$ cat src/inc/edp_pkg.sv
// package for the external debug event pin block: map, fields, reset values
package edp_pkg;

  localparam int          NUM_UNITS     = 4;              // breakpoint/watchpoint units
  localparam int          ADDR_W        = 8;
  localparam int          DATA_W        = 32;

  // register byte addresses
  localparam logic [7:0]  ADDR_CTRL     = 8'h00;          // debug_control_reg
  localparam logic [7:0]  ADDR_STATUS   = 8'h04;          // debug_status_reg, clear on read
  localparam logic [7:0]  ADDR_MASK     = 8'h08;          // interrupt mask
  localparam logic [7:0]  ADDR_UNIT0    = 8'h10;          // first unit control register
  localparam logic [7:0]  ADDR_STEP     = 8'h04;          // one word per unit

  // field encodings
  localparam logic [1:0]  EIC_BREAK     = 2'h1;           // event input forces a breakpoint
  localparam logic [1:0]  EOS_ENTRY     = 2'h1;           // pulse on debug entry
  localparam logic [1:0]  EOS_HITS      = 2'h2;           // show unit hit status
  localparam int          UNIT_EOC_BIT  = 0;              // event-output enable in unit control
  localparam int          SEL_LANE0     = 0;              // all fields live in byte lane 0

  // control register layout: [3:2] event_out_select, [1:0] event_in_control
  typedef struct packed {
    logic [1:0] event_out_select;
    logic [1:0] event_in_control;
  } edp_ctrl_t;

  // status / mask layout: [2] unit hit, [1] debug entry, [0] external_break_flag
  typedef struct packed {
    logic       unit_hit;
    logic       dbg_entry;
    logic       external_break_flag;
  } edp_status_t;

  localparam int          CTRL_W        = $bits(edp_ctrl_t);
  localparam int          STAT_W        = $bits(edp_status_t);
  localparam edp_ctrl_t   CTRL_RST      = '{event_out_select: 2'h0, event_in_control: 2'h0};
  localparam edp_status_t STAT_RST      = '{unit_hit: 1'h0, dbg_entry: 1'h0, external_break_flag: 1'h0};
  localparam logic [NUM_UNITS-1:0] EOC_RST = 4'h0;
  localparam logic [DATA_W-1:0]    DATA_ZERO = 32'h0000_0000;

endpackage : edp_pkg

$ cat src/design/edp_top.sv
// external debug event pins: event input breakpoint, event output pin, wishbone registers
//
// Summary of operation
// - event_in_control 01: input falling edge halts CPU
// - external breakpoint sets external_break_flag in status
// - select 01: output low one clock per entry
// - enabled units show hit status on output
// - hit status shown only while select is 10
module edp_top
  import edp_pkg::*;
(
  input  wire logic                 mclk_i,
  input  wire logic                 rst_i,
  input  wire logic                 wb_cyc_i,
  input  wire logic                 wb_stb_i,
  input  wire logic                 wb_we_i,
  input  wire logic [ADDR_W-1:0]    wb_adr_i,
  input  wire logic [3:0]           wb_sel_i,
  input  wire logic [DATA_W-1:0]    wb_dat_i,
  output logic      [DATA_W-1:0]    wb_dat_o,
  output logic                      wb_ack_o,
  input  wire logic                 ext_event_in_i,
  input  wire logic                 debug_mode_i,
  input  wire logic [NUM_UNITS-1:0] unit_hit_i,
  output logic                      ext_event_out_o,
  output logic                      halt_req_o,
  output logic                      irq_o
);

  edp_ctrl_t             debug_control_reg;
  edp_ctrl_t             next_debug_control_reg;
  edp_status_t           debug_status_reg;
  edp_status_t           next_debug_status_reg;
  edp_status_t           irq_mask;
  edp_status_t           next_irq_mask;
  logic [NUM_UNITS-1:0]  eoc_en;
  logic [NUM_UNITS-1:0]  next_eoc_en;
  logic [NUM_UNITS-1:0]  unit_sel;
  logic [DATA_W-1:0]     next_wb_dat_o;
  logic                  next_wb_ack_o;
  logic                  evt_sync1;
  logic                  evt_sync2;
  logic                  evt_prev;
  logic                  dbg_prev;
  logic                  next_ext_event_out_o;
  logic                  next_halt_req_o;
  logic                  next_irq_o;
  logic                  access;
  logic                  commit;
  logic                  wr_lane0;
  logic                  evt_fall;
  logic                  dbg_rise;
  logic                  any_hit;
  edp_status_t           set_bits;
  edp_status_t           clr_bits;

  // bus handshake: answer one edge after the request, commit at the edge ack is sampled
  assign access   = wb_cyc_i && wb_stb_i && !wb_ack_o;
  assign commit   = wb_cyc_i && wb_stb_i && wb_ack_o;
  assign wr_lane0 = commit && wb_we_i && wb_sel_i[SEL_LANE0];

  // one select line per unit control register
  genvar gi;
  generate
    for (gi = 0; gi < NUM_UNITS; gi++)
    begin : g_unit
      assign unit_sel[gi] = (wb_adr_i == ADDR_UNIT0 + ADDR_W'(gi) * ADDR_STEP);
      always_comb
      begin
        next_eoc_en[gi] = eoc_en[gi];
        if (wr_lane0 && unit_sel[gi])
        begin
          next_eoc_en[gi] = wb_dat_i[UNIT_EOC_BIT];
        end
      end
    end
  endgenerate

  // event detection; only the second synchroniser stage feeds the edge detector
  assign evt_fall = evt_prev && !evt_sync2;
  assign dbg_rise = debug_mode_i && !dbg_prev;
  assign any_hit  = |(unit_hit_i & eoc_en);

  // next state of registers, flags and pins
  always_comb
  begin
    next_debug_control_reg = debug_control_reg;
    next_irq_mask          = irq_mask;
    next_wb_dat_o          = DATA_ZERO;
    next_wb_ack_o          = access;
    set_bits               = STAT_RST;
    clr_bits               = STAT_RST;
    if (wr_lane0 && wb_adr_i == ADDR_CTRL)
    begin
      next_debug_control_reg = edp_ctrl_t'(wb_dat_i[CTRL_W-1:0]);
    end
    if (wr_lane0 && wb_adr_i == ADDR_MASK)
    begin
      next_irq_mask = edp_status_t'(wb_dat_i[STAT_W-1:0]);
    end
    // read data is a snapshot; unmapped addresses read zero and ignore writes
    if (access && !wb_we_i)
    begin
      if (wb_adr_i == ADDR_CTRL)
      begin
        next_wb_dat_o[CTRL_W-1:0] = debug_control_reg;
      end
      else if (wb_adr_i == ADDR_STATUS)
      begin
        next_wb_dat_o[STAT_W-1:0] = debug_status_reg;
      end
      else if (wb_adr_i == ADDR_MASK)
      begin
        next_wb_dat_o[STAT_W-1:0] = irq_mask;
      end
      else
      begin
        for (int i = 0; i < NUM_UNITS; i++)
        begin
          if (unit_sel[i])
          begin
            next_wb_dat_o[UNIT_EOC_BIT] = eoc_en[i];
          end
        end
      end
    end
    // clear only what the reader was shown, so later events are never lost
    if (commit && !wb_we_i && wb_adr_i == ADDR_STATUS)
    begin
      clr_bits = edp_status_t'(wb_dat_o[STAT_W-1:0]);
    end
    next_halt_req_o = evt_fall && (debug_control_reg.event_in_control == EIC_BREAK);
    set_bits.external_break_flag = next_halt_req_o;
    set_bits.dbg_entry           = dbg_rise;
    set_bits.unit_hit            = any_hit;
    // set wins over the clear in the same cycle
    next_debug_status_reg = (debug_status_reg & ~clr_bits) | set_bits;
    next_irq_o            = |(next_debug_status_reg & next_irq_mask);
    // output pin is active low; idle high in every other select value
    case (debug_control_reg.event_out_select)
      EOS_ENTRY: next_ext_event_out_o = !dbg_rise;
      EOS_HITS:  next_ext_event_out_o = !any_hit;
      default:   next_ext_event_out_o = 1'b1;
    endcase
  end

  // register stage
  always_ff @(posedge mclk_i or posedge rst_i)
  begin
    if (rst_i)
    begin
      debug_control_reg <= CTRL_RST;
      debug_status_reg  <= STAT_RST;
      irq_mask          <= STAT_RST;
      eoc_en            <= EOC_RST;
      wb_dat_o          <= DATA_ZERO;
      wb_ack_o          <= 1'b0;
      evt_sync1         <= 1'b1;
      evt_sync2         <= 1'b1;
      evt_prev          <= 1'b1;
      dbg_prev          <= 1'b0;
      ext_event_out_o   <= 1'b1;
      halt_req_o        <= 1'b0;
      irq_o             <= 1'b0;
    end
    else
    begin
      debug_control_reg <= next_debug_control_reg;
      debug_status_reg  <= next_debug_status_reg;
      irq_mask          <= next_irq_mask;
      eoc_en            <= next_eoc_en;
      wb_dat_o          <= next_wb_dat_o;
      wb_ack_o          <= next_wb_ack_o;
      evt_sync1         <= ext_event_in_i;
      evt_sync2         <= evt_sync1;
      evt_prev          <= evt_sync2;
      dbg_prev          <= debug_mode_i;
      ext_event_out_o   <= next_ext_event_out_o;
      halt_req_o        <= next_halt_req_o;
      irq_o             <= next_irq_o;
    end
  end

  // checks on the block's own outputs
  AST_BREAK_HALT: assert property (@(posedge mclk_i) disable iff (rst_i)
    (evt_prev && !evt_sync2 && debug_control_reg.event_in_control == EIC_BREAK) |=> halt_req_o)
    else $error("falling event input did not raise halt request");

  AST_EXB_FLAG: assert property (@(posedge mclk_i) disable iff (rst_i)
    halt_req_o |-> debug_status_reg.external_break_flag)
    else $error("halt request without external break flag");

  AST_ENTRY_PULSE: assert property (@(posedge mclk_i) disable iff (rst_i)
    (debug_control_reg.event_out_select == EOS_ENTRY && $rose(debug_mode_i))
      |=> !ext_event_out_o ##1 (ext_event_out_o || debug_control_reg.event_out_select != EOS_ENTRY))
    else $error("debug entry pulse not exactly one cycle low");

  AST_HIT_SHOW: assert property (@(posedge mclk_i) disable iff (rst_i)
    (debug_control_reg.event_out_select == EOS_HITS && |(unit_hit_i & eoc_en)) |=> !ext_event_out_o)
    else $error("enabled unit hit not shown on output");

  AST_HIT_GATED: assert property (@(posedge mclk_i) disable iff (rst_i)
    (debug_control_reg.event_out_select != EOS_HITS
      && !(debug_control_reg.event_out_select == EOS_ENTRY && $rose(debug_mode_i))) |=> ext_event_out_o)
    else $error("output pin low outside its select mode");

  AST_BREAK_OFF: assert property (@(posedge mclk_i) disable iff (rst_i)
    (debug_control_reg.event_in_control != EIC_BREAK) |=> !halt_req_o)
    else $error("halt request while event input is disabled");

  AST_ACK_ONE: assert property (@(posedge mclk_i) disable iff (rst_i)
    (wb_cyc_i && wb_stb_i && !wb_ack_o) |=> wb_ack_o ##1 !wb_ack_o)
    else $error("bus answer not a single cycle after request");

  // irq is registered from the next values, so it must track the registered status and mask exactly
  AST_IRQ: assert property (@(posedge mclk_i) disable iff (rst_i)
    irq_o == |(debug_status_reg & irq_mask))
    else $error("interrupt does not match unmasked status bits");

  COV_BREAK: cover property (@(posedge mclk_i) disable iff (rst_i) halt_req_o);
  COV_ENTRY: cover property (@(posedge mclk_i) disable iff (rst_i)
    debug_control_reg.event_out_select == EOS_ENTRY && !ext_event_out_o);
  COV_HIT:   cover property (@(posedge mclk_i) disable iff (rst_i)
    debug_control_reg.event_out_select == EOS_HITS && !ext_event_out_o);
  COV_IRQ:   cover property (@(posedge mclk_i) disable iff (rst_i) $rose(irq_o));

endmodule : edp_top

$ cat config.mk
export PLATFORM = sky130hd
export DESIGN_NAME = edp_top
export DESIGN_NICKNAME = d
export VERILOG_FILES = /design/src/inc/edp_pkg.sv /design/src/design/edp_top.sv
export SDC_FILE = /design/constraint.sdc
export NUM_CORES = 1
export LEC_CHECK = 0
export ABC_AREA = 1
export BUFFER_PORTS_ARGS = -buffer_cell sky130_fd_sc_hd__buf_2
export CORE_UTILIZATION = 46
export CTS_CLUSTER_DIAMETER = 100
export DETAILED_ROUTE_END_ITERATION = 12
export PLACE_DENSITY = 0.85
export REMOVE_ABC_BUFFERS = 1
export SLEW_MARGIN = 40
export SYNTH_ARGS = -nofsm -noshare
export SYNTH_HDL_FRONTEND = slang
export SYNTH_SLANG_ARGS = --single-unit
$ cat constraint.sdc
create_clock -name mclk_i -period 2.7 [get_ports mclk_i]
set_clock_uncertainty 0.05 [all_clocks]
set_input_delay 0.54 -clock mclk_i [delete_from_list [all_inputs] [get_ports mclk_i]]
set_output_delay 0.54 -clock mclk_i [all_outputs]
set_load 0.02 [all_outputs]
Word level (Yosys, flattened, before mapping)
Index checks and enable logic that the tools add are counted.
- bits of input ports: 55
- logic and storage cells: 74
- bits in registers: 26
- output and inout bits: 36
- bitwise logic cells: 5
- mux-type cells: 13
- equal/unequal tests: 9
- reductions and logical operators: 26
- operators by type and width (operator ; count):
    8-bit by 5-bit == test with 1-bit output (second input constant) ; 4
    1-bit logical AND ; 17
    3-bit 2-to-1 mux ; 4
    8-bit by 3-bit == test with 1-bit output (second input constant) ; 1
    8-bit by 4-bit == test with 1-bit output (second input constant) ; 1
    8-bit logical NOT ; 1
    3-bit AND ; 2
    1-bit logical NOT ; 6
    1-bit 2-to-1 mux ; 6
    4-bit AND ; 1
    2-bit by 1-bit == test with 1-bit output (second input constant) ; 2
    4-bit 2-to-1 mux ; 1
    4-bit OR reduction ; 1
    3-bit NOT ; 1
    3-bit OR ; 1
    3-bit OR reduction ; 1
    2-bit == test (second input constant) ; 1
    2-bit 2-to-1 mux ; 1
    1-bit case mux with 2 select lines ; 1

Longest topological paths before layout
- depth in word-level cells: 10
- depth in mapped cells: 10
- gate-level depth less buffers: 10

Worst setup path before layout
OpenSTA, ideal clock, no wires.
- kind: input to register
- start: input port wb_adr_i[0]
- end: register irq_o
- data arrival time: 1.293 ns
- setup time: 0.124 ns
- path slack: 1.233 ns
- data required time: 2.526 ns
- path buffers: 0
- stages: 10
- path through: inv_1 -> nand2_2 -> nor2_4 -> nand2_4 -> nor2_8 -> nand2_2 -> nand2_1 -> o21ai_2 -> nand2_1 -> nand3_1
- RTL lines (what ; line ; text):
    from (decl) ; edp_top.sv:17 ; input wire logic [ADDR_W-1:0] wb_adr_i,
    to (signal assigned) ; edp_top.sv:180 ; irq_o <= next_irq_o;
    to (decl) ; edp_top.sv:27 ; output logic irq_o

Final worst setup path
- start: register ext_event_out_o
- end: output port ext_event_out_o
- RTL lines (what ; line ; text):
    from (decl) ; edp_top.sv:25 ; output logic ext_event_out_o,
    from (signal assigned) ; edp_top.sv:178 ; ext_event_out_o <= next_ext_event_out_o;
No word-level cell between the ends.

==> summary.md <==
| Metric | Value |
|---|---|
| Critical Path, Cell by Cell | buf_2 |
| Commonest non-fill, non-tap cells in the layout | nand2_1 (42), buf_2 (31), conb_1 (28), dfrtp_1 (22), inv_1 (20) |
| Clk sinks | 26 |
| Max frequency | 628 MHz |
| Die Height | between 50 and 60 µm |
| CP max stage cell | dfstp_2 |
| Run status | finished, final reports clean |
| Setup CP Type | reg2out |
| Mapped Area | 1490 µm² |
| Critical Path AT | 1.00 ns |
| CP startpoint kind | register |
| Antenna violations before repair | 0 |
| Fin util | 0.535 |
| Ant diodes | 0 |
| Die W | around 59 µm |
| Syn avg cell area | 8.39 µm² |
| Clock insertion delay at the later pin of the skew report | 0.32 ns |
| CP Max Fanout | 1 |
| Via count | 1129 |
| Row Count | 20 |
| Post-CTS Setup Inserts | 0 |
| HP Class | in2async |
| Clock root cell | clkbuf_4 |
| Max VDD drop | 0.345 mV |
| Detail Placement HPWL | 2120 µm |
| Crit-path max cell delay | roughly 0.54 ns |
| Area Overhead vs Synth | 10.2% |
| Register area share after synthesis | 0.439 |
| Total CTS buffers | 3 |
| CTS tree | done |
| Fillers | a little under 300 |
| Final Wtd Congestion | 0.890 |
| Via count of the first global-routing pass | 1036 |
| Slew headroom | 0.619 |
| Lkg Pwr | just over 0.9 nW |
| Pre-CTS setup slack | 0.940 ns |
| First drt pass iteration count | 4 |
| Drt total wl | 2520 µm |
| Most common cell after layout, fill and taps aside | nand2_1 |
| DR iter-0 viols | 27 |
| IO Count | 91 |
| Starting Density | 0.485 |
| Required time of the critical path | 2.11 ns |
| Max clock buf depth | 2 |
| Largest net degree at the start of global routing | 17 |
| Post-route minimum period | 1.59 ns |
| Fin Setup TNS | 0 ns |
| Final setup viols | 0 |
| Cell variety after synth | 27 |
| Vias/cell | 4.38 |
| Max_cap viols | 0 |
| IO buf count | 31 |
| Final Hold Fails | 0 |
| Wirelength per Cell | 9.75 µm |
| Final WS setup | around 1.1 ns |
| Slew at the pin with the worst max-slew slack | 0.570 ns |
| Max Slew Vio Count | 0 |
| CP Capture Type | output port |
| Warning count from the yosys run | 0 |
| Dominant cell type by area after synthesis | dfrtp_1 |
| Post-cts gate resize count | 0 |
| DR DRC count | 0 |
| First-pass GRT wire length | 4120 µm |
| Gr ovfl total | 0 |
| Layout cell share with drive strength beyond 1 | 0.257 |
| Unrepaired setup endpoints after global routing | false |
| Cells after Synth | 178 |
| Post-cts hold buffer count | 0 |
| Number of buffers and inverters on the critical path | 1 |
| #FFs+latches synth | 26 |
| Antenna viol nets, final | 0 |
| Crit share post-route | 0.590 |
| DIE AREA | 3480 µm² |
| Area share of the largest cell type after synthesis | 0.369 |
| Cell area power density | 416 nW/µm² |
| Largest delay share family, worst path | flip-flops |
| Synth top area cells | dfrtp_1 (37%), buf_4 (14%), nand2_1 (11%) |
| H-tree depth | 1 |
| Clock transition at the registers of the reported paths | 0.14 ns |
| Overall Global Routing Usage | 0.156 |
| Nets | about 270 |
| Core area | 3080 µm² |
-- kinds of logic (layout without fill, tap and decap cells) --
| family | after synthesis | in the layout | synth area share |
|---|---|---|---|
| AO/OA/AOI/OAI | 17 | 17 | 0.0695 |
| adder cells (fa/ha/maj) | 2 | 2 | 0.0167 |
| buffers and inverters | 50 | 59 | 0.196 |
| flip-flops | 26 | 26 | 0.439 |
| other | 1 | 28 | 0.00251 |
| AND/OR/NAND/NOR | 82 | 82 | 0.276 |
-- layer usage --
metal / up-vias / track usage / wire (µm)
li1: 587 / - / -
met5: - / 0 / 0
met3: 0 / 0.0502 / 154
met1: 508 / 0.177 / 1080
met4: 0 / 0.0170 / 0
met2: 34 / 0.291 / 1280
-- area by class of cell --
cell class,count,area (µm²),area share
clock buffer,4,36.3,0.0220
sequential,26,656,0.398
tap,44,55.1,0.0334
multi-input combinational,129,647,0.393
inverter,22,82.6,0.0502
timing repair buffer,33,170,0.103
-- synthesized netlist by cell type --
cell / n
nand2_1: 42
buf_4: 28
dfrtp_1: 22
inv_1: 20
nand3_1: 13
nor2_1: 11
o21ai_0: 7
dfstp_2: 4
a21oi_1: 3
nor2_4: 3
o211ai_1: 3
ha_1: 2
inv_2: 2
nand2_2: 2
nand4_1: 2
nor2_2: 2
nor3_1: 2
a221oi_1: 1
and3_1: 1
conb_1: 1
nand2_4: 1
nand3_4: 1
nand4_2: 1
nor2_8: 1
o2111ai_1: 1
o21ai_1: 1
o21ai_2: 1
-- worst paths after layout --
kind                                      start         endpoint  slack, ns  cells past startpoint
worst min register to register        evt_sync1        evt_sync2       0.32                      0
worst min-delay path                      rst_i         dbg_prev       0.19                      2
worst max-delay path            ext_event_out_o  ext_event_out_o       1.11                      1
min in group mclk_i              ext_event_in_i        evt_sync1       0.26                      1
worst max register to register        eoc_en[0]            irq_o       1.25                      6
max in group asynchronous                 rst_i        evt_sync2       1.80                      3
-- report_power, final --
part / internal [mW] / switching [mW] / total, mW
combinational: 0.0216 / 0.0718 / 0.0934
clock: 0.0825 / 0.109 / 0.191
sequential: 0.397 / 0.00273 / 0.400
total: 0.501 / 0.183 / 0.685
-- stage by stage --
step | cell area, µm² | power, mW | std cells | hold WS (ns)
finish | 1650 | 0.685 | 258 | 0.193
global route | 1650 | 0.716 | 258 | 0.228
CTS | 1650 | 0.690 | 258 | 0.211
floorplan | 1390 | 0.470 | 177 | 0.295
global placement | 1610 | 0.498 | 254 | 0.296
detailed placement | 1610 | 0.500 | 254 | 0.297
Note: power is estimated with default switching activity, not from simulation.
